[config.mk]
export PLATFORM = sky130hd
export DESIGN_NAME = lsm_seq
export DESIGN_NICKNAME = d
export VERILOG_FILES = /design/src/design/lsm_seq_note.sv /design/src/shared/lsm_pkg.sv /design/src/shared/opt_if.sv /design/src/design/lsm_seq.sv /design/src/design/opt_decode.sv
export SDC_FILE = /design/constraint.sdc
export NUM_CORES = 1
export LEC_CHECK = 0
export ABC_AREA = 1
export ABC_CLOCK_PERIOD_IN_PS = 14300
export BUFFER_PORTS_ARGS = -buffer_cell sky130_fd_sc_hd__buf_2
export CAP_MARGIN = 20
export CORE_MARGIN = 3
export CORE_UTILIZATION = 39
export CTS_CLUSTER_SIZE = 10
export DETAILED_ROUTE_END_ITERATION = 8
export PLACE_DENSITY = 0.69
export SLEW_MARGIN = 20
export SYNTH_ARGS = -nofsm -noshare
export SYNTH_HDL_FRONTEND = slang
export SYNTH_SLANG_ARGS = --single-unit
[constraint.sdc]
create_clock -name clk_sys -period 14.3 [get_ports clk_sys]
set_clock_uncertainty 0.2 [all_clocks]
set_input_delay 1.43 -clock clk_sys [delete_from_list [all_inputs] [get_ports clk_sys]]
set_output_delay 1.43 -clock clk_sys [all_outputs]
set_load 0.005 [all_outputs]
[src/design/lsm_seq_note.sv]
`timescale 1ns/100ps

[src/shared/lsm_pkg.sv]
// Constants, types and helpers shared by the multi-word load/store sequencer
package lsm_pkg;
   // ==============================================================
   // Register byte offsets on the APB slave
   localparam logic [7:0]  OFS_COUNT     = 8'h00;
   localparam logic [7:0]  OFS_CADDR     = 8'h04;
   localparam logic [7:0]  OFS_CDATA     = 8'h08;
   localparam logic [7:0]  OFS_CCTRL     = 8'h0c;
   localparam logic [7:0]  OFS_CONFIG    = 8'h10;
   localparam logic [7:0]  OFS_STATUS    = 8'h14;
   // ==============================================================
   // Field positions
   localparam int          CC_TR_LSB     = 8;
   localparam int          CC_ML_BIT     = 16;
   localparam int          CC_CV_BIT     = 17;
   localparam int          CC_LD_BIT     = 18;
   localparam int          CC_OPT_LSB    = 19;
   localparam int          CFG_DW_BIT    = 0;
   localparam int          ST_BUSY_BIT   = 0;
   localparam int          ST_PROT_BIT   = 1;
   localparam int          ST_WERR_BIT   = 2;
   localparam int          ST_KIND_LSB   = 3;
   // ==============================================================
   // Reset values
   localparam logic [7:0]  COUNT_RST     = 8'h00;
   localparam logic [31:0] CADDR_RST     = 32'h0;
   localparam logic [7:0]  TR_RST        = 8'h00;
   localparam logic        DW_RST        = 1'b0;
   // ==============================================================
   // Access option codes
   localparam logic [2:0]  OPT_WORD      = 3'h0;
   localparam logic [2:0]  OPT_BYTE      = 3'h1;
   localparam logic [2:0]  OPT_HALF      = 3'h2;
   localparam logic [2:0]  OPT_ROM       = 3'h4;
   localparam logic [2:0]  OPT_CACHE     = 3'h5;
   localparam logic [2:0]  OPT_DEV       = 3'h6;
   // ==============================================================
   // Stepping constants
   localparam logic [31:0] ADDR_STEP     = 32'h4;
   localparam logic [31:0] ADDR_TOP      = 32'hfffffffc;
   localparam int          PAGE_BITS     = 12;
   localparam logic [7:0]  REG_GLOBAL_TOP = 8'h7f;
   localparam logic [7:0]  REG_LOCAL_TOP = 8'hff;
   localparam logic [7:0]  REG_LOCAL_BASE = 8'h80;
   localparam logic [7:0]  CNT_LAST      = 8'h00;

   typedef enum logic [1:0] {S_IDLE, S_ADDR, S_XFER, S_SUSP} seq_state_e;

   // Local bank is circular; global bank runs into the local bank
   function automatic logic [7:0] next_reg(input logic [7:0] r);
      next_reg = (r == REG_GLOBAL_TOP || r == REG_LOCAL_TOP) ? REG_LOCAL_BASE : 8'(r + 8'h01);
   endfunction
endpackage

[src/shared/opt_if.sv]
// Option-field decode carrier between sequencer and decoder
`timescale 1ns/100ps
interface opt_if;
   logic [2:0] opt;
   logic       space_sel_bit;
   logic       width_enable_bit;
   logic       is_word;
   logic       is_byte;
   logic       is_half;
   logic       is_rom;
   logic       is_cache;
   logic       is_dev;
   logic       is_rsvd;
   logic       width_active;
   modport dec (input opt, space_sel_bit, width_enable_bit,
                output is_word, is_byte, is_half, is_rom, is_cache, is_dev, is_rsvd, width_active);
   modport use_side (output opt, space_sel_bit, width_enable_bit,
                     input is_word, is_byte, is_half, is_rom, is_cache, is_dev, is_rsvd, width_active);
endinterface

[src/design/lsm_seq.sv]
// Multi-word load/store sequencer with APB register access
//
// Local design decisions: the register offsets and register access over APB.
`timescale 1ns/100ps
module lsm_seq
   import lsm_pkg::*;
   (
   // Clock and reset
   input  wire logic        clk_sys,
   input  wire logic        rst,
   // APB slave
   input  wire logic        psel,
   input  wire logic        penable,
   input  wire logic        pwrite,
   input  wire logic [7:0]  paddr,
   input  wire logic [31:0] pwdata,
   output logic      [31:0] prdata,
   output logic             pready,
   output logic             pslverr,
   // Instruction issue
   input  wire logic        iss_valid,
   input  wire logic        iss_load,
   input  wire logic [31:0] iss_addr,
   input  wire logic [7:0]  iss_reg,
   input  wire logic [2:0]  iss_opt,
   input  wire logic        iss_space,
   input  wire logic        user_mode,
   input  wire logic        pend_busy,
   output logic             pipe_hold,
   // Interrupt and trap
   input  wire logic        irq_take,
   input  wire logic        irq_return,
   output logic             prot_trap,
   // Register file
   output logic      [7:0]  rf_num,
   input  wire logic [31:0] rf_rd_data,
   input  wire logic        gpr_protected,
   output logic             rf_wr_en,
   output logic      [7:0]  rf_wr_num,
   output logic      [31:0] rf_wr_data,
   // Processor channel
   input  wire logic        burst_ok,
   input  wire logic        ch_ack,
   input  wire logic        ch_preempt,
   input  wire logic [31:0] ch_rdata,
   output logic             ch_req,
   output logic             ch_astb,
   output logic             ch_burst,
   output logic             ch_write,
   output logic      [31:0] ch_addr,
   output logic      [31:0] ch_wdata,
   output logic      [2:0]  ch_opt
   );

   // ==============================================================
   // State
   seq_state_e  state_r, state_nxt;
   logic [31:0] caddr_r, caddr_nxt;
   logic [31:0] cdata_r, cdata_nxt;
   logic [7:0]  tr_r, tr_nxt;
   logic [7:0]  cnt_r, cnt_nxt;
   logic        ml_r, ml_nxt;
   logic        cv_r, cv_nxt;
   logic        ld_r, ld_nxt;
   logic [2:0]  opt_r, opt_nxt;
   logic        need_addr_r, need_addr_nxt;
   logic        dw_r;
   logic        st_prot_r;
   logic        st_werr_r;
   logic [3:0]  kind_r;
   logic        pready_r;
   logic        pslverr_r;
   logic [31:0] prdata_r;
   logic        pipe_hold_r;
   logic        prot_trap_r;
   logic        rf_wr_en_r;
   logic [7:0]  rf_wr_num_r;
   logic [31:0] rf_wr_data_r;
   logic        ch_req_r;
   logic        ch_astb_r;
   logic        ch_burst_r;
   logic        ch_write_r;

   // ==============================================================
   // Option decode
   opt_if oi ();
   assign oi.opt              = iss_opt;
   assign oi.space_sel_bit    = iss_space;
   assign oi.width_enable_bit = dw_r;

   opt_decode u_dec (
      .o (oi.dec)
   );

   // ==============================================================
   // Event decode
   wire         running    = (state_r == S_ADDR) || (state_r == S_XFER);
   wire         can_start  = (state_r == S_IDLE) || (state_r == S_SUSP);
   wire         apb_acc    = psel && penable;
   wire         apb_stall  = pwrite && (running || pend_busy);
   wire         wr_fire    = apb_acc && pready_r && pwrite;
   wire         width_bad  = oi.width_active && (oi.is_byte || oi.is_half);
   wire         take       = iss_valid && can_start && !pend_busy && !wr_fire;
   wire         start_ok   = take && !width_bad;
   wire         resume     = irq_return && (state_r == S_SUSP) && ml_r && !take;
   wire         prot_hit   = (state_r == S_ADDR) && !irq_take && user_mode && gpr_protected;
   wire         word_done  = (state_r == S_XFER) && ch_ack;
   wire         last_word  = word_done && (cnt_r == CNT_LAST);
   wire [31:0]  addr_step  = caddr_r + ADDR_STEP;
   wire         page_cross = (addr_step[PAGE_BITS-1:0] == '0);

   function automatic logic hit(input logic [7:0] a, input logic [7:0] ofs);
      hit = (a == ofs);
   endfunction

   wire         hit_any = hit(paddr, OFS_COUNT) || hit(paddr, OFS_CADDR) || hit(paddr, OFS_CDATA) ||
                          hit(paddr, OFS_CCTRL) || hit(paddr, OFS_CONFIG) || hit(paddr, OFS_STATUS);
   wire [31:0]  cctrl_w = {10'h0, opt_r, ld_r, cv_r, ml_r, tr_r, cnt_r};
   wire [31:0]  status_w = {25'h0, kind_r, st_werr_r, st_prot_r, running};
   wire [31:0]  rd_mux  = hit(paddr, OFS_COUNT)  ? {24'h0, cnt_r} :
                          hit(paddr, OFS_CADDR)  ? caddr_r :
                          hit(paddr, OFS_CDATA)  ? cdata_r :
                          hit(paddr, OFS_CCTRL)  ? cctrl_w :
                          hit(paddr, OFS_CONFIG) ? {31'h0, dw_r} :
                          hit(paddr, OFS_STATUS) ? status_w : 32'h0;

   // ==============================================================
   // Sequencer next state
   always_comb begin
      state_nxt     = state_r;
      caddr_nxt     = caddr_r;
      cdata_nxt     = cdata_r;
      tr_nxt        = tr_r;
      cnt_nxt       = cnt_r;
      ml_nxt        = ml_r;
      cv_nxt        = cv_r;
      ld_nxt        = ld_r;
      opt_nxt       = opt_r;
      need_addr_nxt = need_addr_r;
      // Software restores channel state only while no sequence runs
      if (wr_fire && !running) begin
         if (hit(paddr, OFS_COUNT))
            cnt_nxt = pwdata[7:0];
         if (hit(paddr, OFS_CADDR))
            caddr_nxt = pwdata;
         if (hit(paddr, OFS_CDATA))
            cdata_nxt = pwdata;
         if (hit(paddr, OFS_CCTRL)) begin
            cnt_nxt = pwdata[CC_TR_LSB-1:0];
            tr_nxt  = pwdata[CC_ML_BIT-1:CC_TR_LSB];
            ml_nxt  = pwdata[CC_ML_BIT];
            cv_nxt  = pwdata[CC_CV_BIT];
            ld_nxt  = pwdata[CC_LD_BIT];
            opt_nxt = pwdata[CC_OPT_LSB+2:CC_OPT_LSB];
         end
      end
      unique case (state_r)
         S_IDLE, S_SUSP: begin
            if (start_ok) begin
               caddr_nxt     = iss_addr;
               tr_nxt        = iss_reg;
               ld_nxt        = iss_load;
               opt_nxt       = iss_opt;
               ml_nxt        = 1'b1;
               cv_nxt        = 1'b1;
               need_addr_nxt = 1'b1;
               state_nxt     = S_ADDR;
            end else if (resume) begin
               cv_nxt        = 1'b1;
               need_addr_nxt = 1'b1;
               state_nxt     = S_ADDR;
            end
         end
         S_ADDR: begin
            if (irq_take || prot_hit) begin
               cv_nxt    = 1'b0;
               state_nxt = S_SUSP;
            end else begin
               if (!ld_r)
                  cdata_nxt = rf_rd_data;
               state_nxt = S_XFER;
            end
         end
         S_XFER: begin
            if (last_word) begin
               ml_nxt    = 1'b0;
               cv_nxt    = 1'b0;
               state_nxt = S_IDLE;
            end else if (word_done) begin
               cnt_nxt       = 8'(cnt_r - 8'h01);
               caddr_nxt     = addr_step;
               tr_nxt        = next_reg(tr_r);
               need_addr_nxt = !burst_ok || page_cross;
               state_nxt     = S_ADDR;
            end else if (ch_preempt) begin
               need_addr_nxt = 1'b1;
               state_nxt     = S_ADDR;
            end else if (irq_take) begin
               cv_nxt    = 1'b0;
               state_nxt = S_SUSP;
            end
         end
      endcase
   end

   // ==============================================================
   // Sequencer registers
   always_ff @(posedge clk_sys or posedge rst) begin
      if (rst) begin
         state_r     <= S_IDLE;
         caddr_r     <= CADDR_RST;
         cdata_r     <= 32'h0;
         tr_r        <= TR_RST;
         cnt_r       <= COUNT_RST;
         ml_r        <= 1'b0;
         cv_r        <= 1'b0;
         ld_r        <= 1'b0;
         opt_r       <= OPT_WORD;
         need_addr_r <= 1'b0;
      end else begin
         state_r     <= state_nxt;
         caddr_r     <= caddr_nxt;
         cdata_r     <= cdata_nxt;
         tr_r        <= tr_nxt;
         cnt_r       <= cnt_nxt;
         ml_r        <= ml_nxt;
         cv_r        <= cv_nxt;
         ld_r        <= ld_nxt;
         opt_r       <= opt_nxt;
         need_addr_r <= need_addr_nxt;
      end
   end

   // ==============================================================
   // Configuration and sticky status, set wins over write-one-clear
   always_ff @(posedge clk_sys or posedge rst) begin
      if (rst) begin
         dw_r      <= DW_RST;
         st_prot_r <= 1'b0;
         st_werr_r <= 1'b0;
         kind_r    <= 4'h0;
      end else begin
         if (wr_fire && hit(paddr, OFS_CONFIG))
            dw_r <= pwdata[CFG_DW_BIT];
         st_prot_r <= prot_hit || (st_prot_r && !(wr_fire && hit(paddr, OFS_STATUS) && pwdata[ST_PROT_BIT]));
         st_werr_r <= (take && width_bad) ||
                      (st_werr_r && !(wr_fire && hit(paddr, OFS_STATUS) && pwdata[ST_WERR_BIT]));
         if (take)
            kind_r <= {oi.is_rsvd, oi.is_dev, oi.is_cache, oi.is_rom};
      end
   end

   // ==============================================================
   // Registered outputs
   always_ff @(posedge clk_sys or posedge rst) begin
      if (rst) begin
         pready_r     <= 1'b0;
         pslverr_r    <= 1'b0;
         prdata_r     <= 32'h0;
         pipe_hold_r  <= 1'b0;
         prot_trap_r  <= 1'b0;
         rf_wr_en_r   <= 1'b0;
         rf_wr_num_r  <= TR_RST;
         rf_wr_data_r <= 32'h0;
         ch_req_r     <= 1'b0;
         ch_astb_r    <= 1'b0;
         ch_burst_r   <= 1'b0;
         ch_write_r   <= 1'b0;
      end else begin
         pready_r     <= apb_acc && !pready_r && !apb_stall;
         pslverr_r    <= apb_acc && !pready_r && !apb_stall && !hit_any;
         prdata_r     <= rd_mux;
         // Hold covers the wait for a pending access too; needs spacing
         pipe_hold_r  <= (state_nxt == S_ADDR) || (state_nxt == S_XFER) ||
                         (iss_valid && pend_busy);
         prot_trap_r  <= prot_hit;
         rf_wr_en_r   <= word_done && ld_r;
         rf_wr_num_r  <= tr_r;
         rf_wr_data_r <= ch_rdata;
         ch_req_r     <= (state_nxt == S_XFER);
         ch_astb_r    <= (state_r == S_ADDR) && (state_nxt == S_XFER) && need_addr_r;
         ch_burst_r   <= (state_nxt == S_XFER) && burst_ok && (cnt_r != CNT_LAST);
         ch_write_r   <= !ld_nxt;
      end
   end

   assign prdata     = prdata_r;
   assign pready     = pready_r;
   assign pslverr    = pslverr_r;
   assign pipe_hold  = pipe_hold_r;
   assign prot_trap  = prot_trap_r;
   assign rf_num     = tr_r;
   assign rf_wr_en   = rf_wr_en_r;
   assign rf_wr_num  = rf_wr_num_r;
   assign rf_wr_data = rf_wr_data_r;
   assign ch_req     = ch_req_r;
   assign ch_astb    = ch_astb_r;
   assign ch_burst   = ch_burst_r;
   assign ch_write   = ch_write_r;
   assign ch_addr    = caddr_r;
   assign ch_wdata   = cdata_r;
   assign ch_opt     = opt_r;
endmodule

[src/design/opt_decode.sv]
// Access option field decoder
`timescale 1ns/100ps
module opt_decode
   import lsm_pkg::*;
   (
   // Option carrier
   opt_if.dec o
   );

   // ==============================================================
   // Width codes exist in every space, the rest only in data memory
   assign o.is_word      = (o.opt == OPT_WORD);
   assign o.is_byte      = (o.opt == OPT_BYTE);
   assign o.is_half      = (o.opt == OPT_HALF);
   assign o.is_rom       = (o.opt == OPT_ROM) && !o.space_sel_bit;
   assign o.is_cache     = (o.opt == OPT_CACHE) && !o.space_sel_bit;
   assign o.is_dev       = (o.opt == OPT_DEV) && !o.space_sel_bit;
   assign o.is_rsvd      = !(o.is_word || o.is_byte || o.is_half || o.is_rom || o.is_cache || o.is_dev);
   // Width codes only steer the core with the width enable set
   assign o.width_active = o.width_enable_bit && (o.is_word || o.is_byte || o.is_half);
endmodule

## Yosys cells after proc, flatten, opt, wreduce, memory -nomap -nowiden

Cells that the tools add are included.

| cells by class | value |
|---|---|
| muxes and demuxes | 67 |
| eq/ne operators | 20 |
| add/sub/neg operators | 3 |
| reductions and logical operators | 83 |

Operator list:

| kind | count |
|---|---|
| $mux W32 | 13 |
| $mux W8 | 12 |
| $pmux W32 S2 | 1 |
| $logic_and A1 B1 Y1 | 38 |
| $add A32 B3 Y32 const B | 1 |
| $mux W1 | 23 |
| $mux W22 | 1 |
| $logic_or A1 B1 Y1 | 21 |
| $eq A8 B4 Y1 const B | 2 |
| $eq A8 B5 Y1 const B | 2 |
| $logic_not A8 Y1 | 2 |
| $pmux W8 S2 | 1 |
| $logic_not A1 Y1 | 15 |
| $mux W7 | 2 |
| $logic_not A12 Y1 | 1 |
| $mux W2 | 6 |
| $mux W3 | 4 |
| $eq A3 B3 Y1 const B | 3 |
| $add A8 B1 Y8 const B | 1 |
| $eq A8 B3 Y1 const B | 1 |
| $eq A8 B7 Y1 const B | 1 |
| $eq A8 B8 Y1 const B | 1 |
| $reduce_bool A8 Y1 | 1 |
| $sub A8 B1 Y8 const B | 1 |
| other kinds (14) | 19 |

| storage, ports and cells | value |
|---|---|
| bits of input ports | 163 |
| word-level logic and storage cells | 199 |
| output and inout port bits | 156 |
| flip-flop bits (word level) | 177 |

## Logic depth before layout (Yosys ltp)

Gate-level depths: netlist of the first run.

| depth | value |
|---|---|
| depth after elaboration | 13 |
| depth in mapped cells | 12 |
| gate-level depth less buffers | 12 |

## Hierarchy

A second synthesis of the first run with hierarchy kept.

| unflattened totals | value |
|---|---|
| cells, all modules | 1174 |
| area, all modules | 9107.5 µm² |

Modules (own cells, without submodules):

| module | area an instance (µm²) | instances | cells an instance | sequential area each (µm²) |
|---|---|---|---|---|
| lsm_seq | 9029.9 | 1 | 1154 | 4429.2 |
| opt_decode | 77.6 | 1 | 20 | 0.0 |

## Worst setup path before layout of the first run

OpenSTA, ideal clock, no wires.

| path | value |
|---|---|
| path type | input port to flip-flop |
| start point | input port psel |
| end point | register ch_astb_r (netlist: ch_astb) |
| slack | 11.342 ns |
| data required time | 13.980 ns |
| buffers on the path | 0 |
| stages | 9 |
| arrival | 2.638 ns |
| setup time | 0.120 ns |
| path through | nand2_1 > nor2_1 > inv_1 > nand2_1 > nand2_1 > nand3_1 > o21ai_0 > ha_1 > and3_1 |

| on the way | value |
|---|---|
| word-level cells in the longest chain between the ends | 13 |
| elaborated cells between the ends (all ways) | 14 |
| classes of those cells | 1 x eq/ne; 3 x mux; 10 x reduce/logical |

Ends and longest elaborated chain:

| what | line | source |
|---|---|---|
| start, declared | lsm_seq.sv:12 | `input wire logic psel,` |
| $logic_and A1 B1 Y1 * | lsm_seq.sv:99 | `wire apb_acc = psel && penable;` |
| $logic_and A1 B1 Y1 * (2 in series) | lsm_seq.sv:101 | `wire wr_fire = apb_acc && pready_r && pwrite;` |
| $logic_not A1 Y1 * | lsm_seq.sv:103 | `wire take = iss_valid && can_start && !pend_busy && !wr_fire;` |
| $logic_and A1 B1 Y1 * | lsm_seq.sv:103 |  |
| $logic_not A1 Y1 | lsm_seq.sv:105 | `wire resume = irq_return && (state_r == S_SUSP) && ml_r && !take;` |
| $logic_and A1 B1 Y1 | lsm_seq.sv:105 |  |
| $mux W2 | lsm_seq.sv:168 | `end else if (resume) begin` |
| $mux W2 * | lsm_seq.sv:159 | `if (start_ok) begin` |
| $pmux W2 S3 * | lsm_seq.sv:157 | `unique case (state_r)` |
| via state_nxt[1] | lsm_seq.sv:57 | `seq_state_e state_r, state_nxt;` |
| $eq A2 B2 Y1 * | lsm_seq.sv:281 | `ch_astb_r <= (state_r == S_ADDR) && (state_nxt == S_XFER) && need_addr_r;` |
| $logic_and A1 B1 Y1 * (2 in series) | lsm_seq.sv:281 |  |
| end signal, assigned | lsm_seq.sv:281 |  |
| end, declared | lsm_seq.sv:80 | `logic ch_astb_r;` |

Mark *: on every way through the listed nets, which the timed path passes. The rest lies on a longest branch.
A chain may end at the register's enable or synchronous reset.

## Final worst setup path of the first run

| path | value |
|---|---|
| start point | input port psel |
| end point | register caddr_r[25] (netlist: ch_addr[25]) |

| on the way | value |
|---|---|
| word-level cells in the longest chain between the ends | 8 |
| elaborated cells between the ends (all ways) | 12 |
| classes of those cells | 5 x mux; 7 x reduce/logical |

Ends and longest elaborated chain:

| what | line | source |
|---|---|---|
| $logic_and A1 B1 Y1 * | lsm_seq.sv:99 |  |
| $logic_and A1 B1 Y1 * (2 in series) | lsm_seq.sv:101 |  |
| $logic_and A1 B1 Y1 or $logic_not A1 Y1 (tied branches) | lsm_seq.sv:141, lsm_seq.sv:103 |  |
| $mux W32 or $logic_and A1 B1 Y1 (tied branches) | lsm_seq.sv:141, lsm_seq.sv:103 |  |
| $mux W32 or $logic_and A1 B1 Y1 (tied branches) | lsm_seq.sv:189, lsm_seq.sv:104 |  |
| $mux W32, on equally long branches | lsm_seq.sv:185, lsm_seq.sv:159 |  |
| $pmux W32 S2 * | lsm_seq.sv:157 |  |
| via caddr_nxt[25] | lsm_seq.sv:58 | `logic [31:0] caddr_r, caddr_nxt;` |
| end signal, assigned | lsm_seq.sv:222 | `caddr_r <= caddr_nxt;` |
| end, declared | lsm_seq.sv:58 |  |

Marked as above.

==> results of run 1 <==
layer usage:
metal	global-route usage	vias to the layer above	share of wire
met3	0.0497	72	0.087
met1	0.368	4446	0.42
met2	0.413	511	0.45
li1	-	4433	-
met4	0.113	2	0.038
met5	0	-	0.00049
kinds of logic (layout without fill, tap and decap cells):
logic type | Yosys count | after routing | share of synthesized area
fa+ha+maj | 9 | 9 | 0.0124
compound gates | 215 | 215 | 0.143
flops | 177 | 177 | 0.488
buf+inv | 171 | 485 | 0.0807
other cells | 0 | 1 | 0
simple gates | 584 | 584 | 0.262
xor+xnor | 13 | 13 | 0.0126
synthesized netlist by cell type, types with 2 or more instances:
cell type,instances,area (µm²)
a21boi_0,5,37.5
a21oi_1,53,265
a22oi_1,3,22.5
a31oi_1,36,225
a32oi_1,4,35.0
buf_2,15,75.1
buf_6,9,101
clkbuf_1,17,63.8
dfrtp_1,177,4430
ha_1,9,113
inv_1,123,462
inv_2,4,15.0
nand2_1,362,1360
nand3_1,69,345
nand3_2,2,20.0
nand4_1,11,68.8
nor2_1,119,447
nor3_1,10,50.1
o2111ai_1,7,61.3
o211ai_1,19,143
o21ai_0,60,300
o21ai_1,7,35.0
o21bai_1,2,15.0
o221ai_1,12,105
o31ai_1,2,15.0
o41ai_1,2,17.5
xnor2_1,3,26.3
xor2_1,10,87.6
sequential cells by signal, summed over array words and instances, names as in the netlist, 2 cells and up:
| signal | flops |
|---|---|
| rf_wr_data | 32 |
| ch_opt | 3 |
| prdata | 32 |
| kind_r | 4 |
| cnt_r | 8 |
| rf_wr_num | 8 |
| ch_wdata | 32 |
| rf_num | 8 |
| state_r | 2 |
| ch_addr | 32 |
final cells by class:
class                   instances  area [µm²]
well taps                     313         392
clock inverters                13         125
multi-input cells             821        3910
clock buffers                  19         443
repair buffers                325        1660
inverters                     128         485
fillers                      2286       11300
flip-flops and latches        177        4430
diodes                          1        2.50
worst max-delay path by stage:
| stage | startpoint | end | slack (ns) | cells past startpoint |
|---|---|---|---|---|
| 2_1_floorplan | rst | ch_addr[0]$_DFFE_PP0P_ | 7.87 | 1 |
| 3_3_place_gp | psel | ch_wdata[3]$_DFF_PP0_ | 10.21 | 8 |
| 3_5_place_dp | psel | ch_wdata[11]$_DFF_PP0_ | 10.11 | 8 |
| 4_1_cts | psel | ch_wdata[11]$_DFF_PP0_ | 10.56 | 8 |
| 5_1_grt | penable | ch_addr[25]$_DFF_PP0_ | 10.34 | 11 |
| 6_report | psel | ch_addr[25]$_DFF_PP0_ | 10.51 | 11 |
report_power, final:
| group | total [mW] | internal [mW] | switching (mW) |
|---|---|---|---|
| combinational | 0.646 | 0.242 | 0.404 |
| sequential | 0.774 | 0.633 | 0.141 |
| clock | 0.464 | 0.248 | 0.216 |
metrics by stage:
step / cells / worst slack (ns)
after global placement: 1763 / 10.21
after floorplan: 1169 / 7.87
after global routing: 1797 / 10.34
after detailed placement: 1763 / 10.11
final: 1797 / 10.51
after CTS: 1795 / 10.56
==> key figures, run 1 <==
Synthesis
  – Main synth FF type: dfrtp_1
  – Post-synthesis net count: roughly 1300
  – Post-synthesis cell area: slightly above 9000 µm²
  – Sequential area share after synthesis: 0.488
  – Yosys Warn Count: 0
  – Mapped Avg Cell Area: 7.76 µm²
  – Async set or reset register ratio after synthesis: 1.00
  – Distinct cells, synth: 45
  – Synth Register Bits: about 180
  – Syn Inst Count: 1169
  – Post-synth EDFFs: 0

CTS
  – Post-CTS Setup Inserts: 0
  – Clk buf depth: 2
  – # resized after CTS: 0
  – Reg clk slew, reported paths: 0.07 ns
  – Clk_lat worst skew: between 0.4 and 0.5 ns
  – # hold bufs at CTS: 0
  – CTS H-Tree Depth: 4
  – TritonCTS clock tree: built
  – Num Clock Sinks: 177
  – TritonCTS buffer count: 17
  – CTS Root Cell: clkbuf_16

Power and ir drop
  – Maximum vdd ir drop: 71.4 µV
  – Lkg Pwr: 6.06 nW
  – Pwr Density: 165 nW/µm²
  – Total power: 1.88 mW

Critical path
  – Worst reg2reg setup slack: 10.60 ns
  – RR Endpoint: ch_wdata[28]$_DFF_PP0_
  – Startpoint type of the worst setup path: input port
  – CP peak stage delay: 0.58 ns
  – Cell family with most CP delay: simple AND/OR/NAND/NOR gates
  – Crit-path slowest cell: nand3_2
  – Critical path arrival: 3.91 ns
  – CP max FO: 28
  – Buf/Inv on CP: 2
  – Reg-to-reg startpoint: state_r[0]$_DFF_PP0_
  – Critical path class: in -> reg
  – Crit-path cells: buf_2 > nand2_1 > nor2_1 > nor2_1 > nand2_1 > nand2_1 > nand3_2 > inv_2 > nor2_1 > nor2_1 > nand2_1
  – Nature of the critical path endpoint: flop
  – Worst Path Required: 14.42 ns
  – Worst Reg-to-Reg Cells: 9

STA
  – Setup violations, final: 0
  – Final Hold Viols: 0
  – F_max: 0.264 GHz
  – Hold slack: 0.284 ns
  – Fin Setup TNS: 0 ns
  – Slew Limit Fails: 0
  – RSZ-0062 raised after global routing: false
  – Relative slew slack: 0.240
  – Tightest Pin Transition: 1.14 ns
  – Tcrit/Tclk final: 0.265
  – Crit path time final: ~3.8 ns

Global routing
  – Pin count of the biggest net entering global routing: 74
  – GRT Util Overall: 0.267
  – Antenna violations before repair: 2
  – First-pass GRT wire length: 50900 µm
  – Grt ovf: 0
  – Vias in the first global route: 8803

Route
  – DRT iter0 DRCs: 927
  – DR pass1 iterations: 5
  – DRC errors left: 0
  – Final wirelength: 34600 µm
  – Via count: 9464
  – Vias per cell: 5.27
  – Routed len/inst: between 15 and 20 µm
  – Remaining antenna violation count: 0

Floorplanning
  – DIE WIDTH: between 150 and 200 µm
  – Die area: 25100 µm²
  – Core region area: 22800 µm²
  – Die Ht: 158 µm
  – Starting density of the core: 0.398
  – Row cnt: 55
  – IO Pins: 319

Finish
  – Layout cell share with drive strength beyond 1: 0.250
  – Commonest non-fill, non-tap cell in the layout: nand2_1
  – Design area: around 11000 µm²
  – Most frequent cells in the layout: nand2_1 (362), buf_2 (318), dfrtp_1 (177), inv_1 (121), nor2_1 (118)
  – Nets: 1642
  – Syn-to-layout area delta: 26.3%
  – Final design utilization: 0.503

Min path
  – Hold wc startpoint: rf_num[7]$_DFF_PP0_
  – Hold path depth: 0
  – Worst hold endpoint: rf_wr_num[7]$_DFF_PP0_
  – Hold Crit Class: reg -> reg

Placed design
  – GPL Wtd Cong: between 0.9 and 1
  – HPWL after detailed placement: roughly 26000 µm
  – Port buffer count: 318
  – Area after DPL: approximately 11000 µm²

Outcome
  – Status: finished clean

Job
  – Max cap viols: 0
(Power assumes the default switching activity.)
==> run 2: changes to the inputs <==
--- a/config.mk
+++ b/config.mk
@@ -6,14 +6,14 @@
 export NUM_CORES = 1
 export LEC_CHECK = 0
 export ABC_AREA = 1
-export ABC_CLOCK_PERIOD_IN_PS = 14300
+export ABC_CLOCK_PERIOD_IN_PS = 3200
 export BUFFER_PORTS_ARGS = -buffer_cell sky130_fd_sc_hd__buf_2
 export CAP_MARGIN = 20
 export CORE_MARGIN = 3
 export CORE_UTILIZATION = 39
 export CTS_CLUSTER_SIZE = 10
 export DETAILED_ROUTE_END_ITERATION = 8
-export PLACE_DENSITY = 0.69
+export PLACE_DENSITY = 0.71
 export SLEW_MARGIN = 20
 export SYNTH_ARGS = -nofsm -noshare
 export SYNTH_HDL_FRONTEND = slang
==> constraint.sdc (replaced) <==
create_clock -name clk_sys -period 3.2 [get_ports clk_sys]
set_clock_uncertainty 0.2 [all_clocks]
set_input_delay 0.32 -clock clk_sys [delete_from_list [all_inputs] [get_ports clk_sys]]
set_output_delay 0.32 -clock clk_sys [all_outputs]
set_load 0.005 [all_outputs]
==> run 2 against run 1 <==
Effect of this change:
- first-iteration DRC count increased by 17%
- final area increased by 14%
- sequential power increased to 4.5 times the previous value
- worst hold slack got worse by 0.27 ns
- global-route usage increased by 1.9 points
- via count increased by 7.5%
- critical path depth unchanged
- wire length increased by 5.2%
- core utilization increased by 6.9 points
- largest cell class unchanged
- die area unchanged
- combinational power increased to 5.3 times the previous value
==> key figures, run 2 (synthesis gave the netlist of run 1 again) <==
Finish
  – Commonest non-fill, non-tap cell in the layout: nand2_1
  – Filler instances: 2114 (-7.5%)
  – Layout cell share with drive strength beyond 1: 0.240 (-0.0106)
  – Antenna diodes: 0 (-1)
  – Most frequent cells in the layout: nand2_1 (362), buf_2 (318), dfrtp_1 (177), dlygate4sd3_1 (134), inv_1 (122)
  – Syn-to-layout area delta: 43.6%
  – Nets: 1795 (+9.3%)

CTS
  – TritonCTS clock tree: built
  – Reg clk slew, reported paths: 0.08 ns (about the same)
  – Clk buf depth: 2 (unchanged)
  – Num Clock Sinks: 177 (unchanged)
  – CTS Root Cell: clkbuf_16
  – Clk_lat worst skew: 0.44 ns (about the same)
  – CTS H-Tree Depth: 4 (unchanged)
  – Post-CTS Setup Inserts: 0 (unchanged)
  – TritonCTS buffer count: 17 (unchanged)

Critical path
  – Nature of the critical path endpoint: flop
  – Worst Reg-to-Reg Cells: 11 (+2)
  – Worst Path Required: 3.38 ns (-11.04 ns)
  – Startpoint type of the worst setup path: flop
  – CP max FO: 19 (-32%)
  – Critical path arrival: 3.26 ns (-0.65 ns)
  – Critical path class: reg -> reg

STA
  – F_max: 0.325 GHz
  – Crit path time final: 3.08 ns
  – Tightest Pin Transition: 0.940 ns (-0.199 ns)
  – Hold slack: 0.0145 ns (-0.270 ns)
  – RSZ-0062 raised after global routing: false
  – Final Hold Viols: 0 (unchanged)
  – Relative slew slack: 0.372 (+0.132)
  – Setup violations, final: 0 (unchanged)
  – Fin Setup TNS: 0 ns (unchanged)
  – Tcrit/Tclk final: 0.962
  – Slew Limit Fails: 0 (unchanged)

Route
  – DR pass1 iterations: 6 (+1)
  – DRT iter0 DRCs: 1080 (+17%)
  – Uppermost layer routed: met4
  – Remaining antenna violation count: 0 (unchanged)
  – WL met3: 3310 µm (+9.9%)
  – Via count: 10173 (+7.5%)
  – DRC errors left: 0 (unchanged)
  – Final wirelength: 36300 µm (+5.2%)
  – WL met2: 17200 µm (+10%)
  – Vias per cell: 5.22 (-0.89%)
  – Routed len/inst: 18.6 µm (-3.0%)
  – Routed met1 length: 14600 µm (+0.12%)

Power and ir drop
  – Pwr Density: 694 nW/µm² (+320%)
  – Total power: 9.03 mW (+380%)
  – Lkg Pwr: 6.74 nW (+11%)
  – Maximum vdd ir drop: 386 µV (+440%)

Floorplanning
  – Die Ht: 158 µm (unchanged)
  – Starting density of the core: 0.398 (unchanged)
  – DIE WIDTH: 158 µm (unchanged)
  – Die area: 25100 µm² (unchanged)
  – Row cnt: 55 (unchanged)
  – IO Pins: 319 (unchanged)
  – Core region area: 22800 µm² (unchanged)

Min path
  – Hold Crit Class: in -> reg
  – Hold path depth: 4 (+4)

Job
  – Max cap viols: 0 (unchanged)

Global routing
  – GRT Util Overall: 0.286 (+0.0191)
  – First-pass GRT wire length: 55000 µm (+8.0%)
  – Grt ovf: 0 (unchanged)
  – Vias in the first global route: 9783 (+11%)
  – Pin count of the biggest net entering global routing: 71 (-4.1%)
  – Antenna violations before repair: 0 (-2)

Placed design
  – GPL Wtd Cong: 1.04 (+8.3%)
  – HPWL after detailed placement: 26500 µm (+1.5%)
  – Port buffer count: 318 (unchanged)

Outcome
  – Status: finished clean
## run 2: cell types whose count changed in the layout (fill, tap and decap cells not counted), sizes merged
| cell | previous run | this run |
|---|---|---|
| buf | 325 | 344 |
| clkbuf | 19 | 17 |
| clkinv | 5 | 6 |
| clkinvlp | 4 | 2 |
| diode | 1 | 0 |
| dlygate4sd3 | 0 | 134 |
| inv | 131 | 134 |
## run 2: final timing paths
check | from | end | slack, ns
setup / recovery | state_r[0]$_DFF_PP0_ | ch_wdata[26]$_DFF_PP0_ | 0.12
hold / removal | iss_addr[30] | ch_addr[30]$_DFF_PP0_ | 0.01
setup reg to reg | state_r[0]$_DFF_PP0_ | ch_wdata[26]$_DFF_PP0_ | 0.12
hold reg to reg | kind_r[1]$_DFFE_PP0P_ | kind_r[1]$_DFFE_PP0P_ | 0.30
max in group asynchronous | rst | need_addr_r$_DFFE_PP0P_ | 1.51
min in group asynchronous | rst | rf_wr_data[25]$_DFF_PP0_ | 0.45
## run 2: power breakdown
group	switching [mW]	leakage, nW	internal, mW
combinational	1.93	4.22	1.47
clock	1.04	0.298	1.13
sequential	0.625	2.23	2.83
total	3.60	6.74	5.43
## run 2: timing repair
action	4_1_cts	5_1_grt
endpoints found under the setup margin	0	28
hold buffers	134	0
hold endpoints to repair	140	0
resized for setup	0	6
## run 2: routing by layer
layer / vias up / track usage
li1: 4738 / -
met1: 4773 / 0.380
met2: 582 / 0.471
met3: 80 / 0.0435
met4: 0 / 0.112
met5: - / 0
## run 2: cell type report
| cell class | instances | area [µm²] | share of cell area |
|---|---|---|---|
| inverters | 128 | 487 | 0.0374 |
| flip-flops and latches | 177 | 4430 | 0.340 |
| clock buffers | 17 | 425 | 0.0327 |
| well taps | 313 | 392 | 0.0301 |
| multi-input cells | 821 | 3910 | 0.300 |
| repair buffers | 478 | 3190 | 0.245 |
| clock inverters | 15 | 186 | 0.0143 |
## run 2: per-stage QoR
| stage | area, µm² | worst slack, ns | cells | util |
|---|---|---|---|---|
| after detailed placement | 11100 | 0.502 | 1783 | 0.485 |
| after global placement | 11100 | 0.580 | 1783 | 0.485 |
| after CTS | 13000 | 0.0288 | 1949 | 0.571 |
| after floorplan | 9070 | 0.413 | 1169 | - |
| final | 13000 | 0.120 | 1949 | 0.572 |
| after global routing | 13000 | 0.0104 | 1949 | 0.572 |
## run 2: critical path: stages, from the launching register on
cell	delay [ns]
dfrtp_1	0.42
inv_1	0.09
ha_2	0.39
inv_2	0.11
nor3_4	0.26
buf_6	0.22
inv_2	0.06
nor2_4	0.16
buf_6	0.21
nand2_1	0.08
a31oi_1	0.20
dlygate4sd3_1	0.59
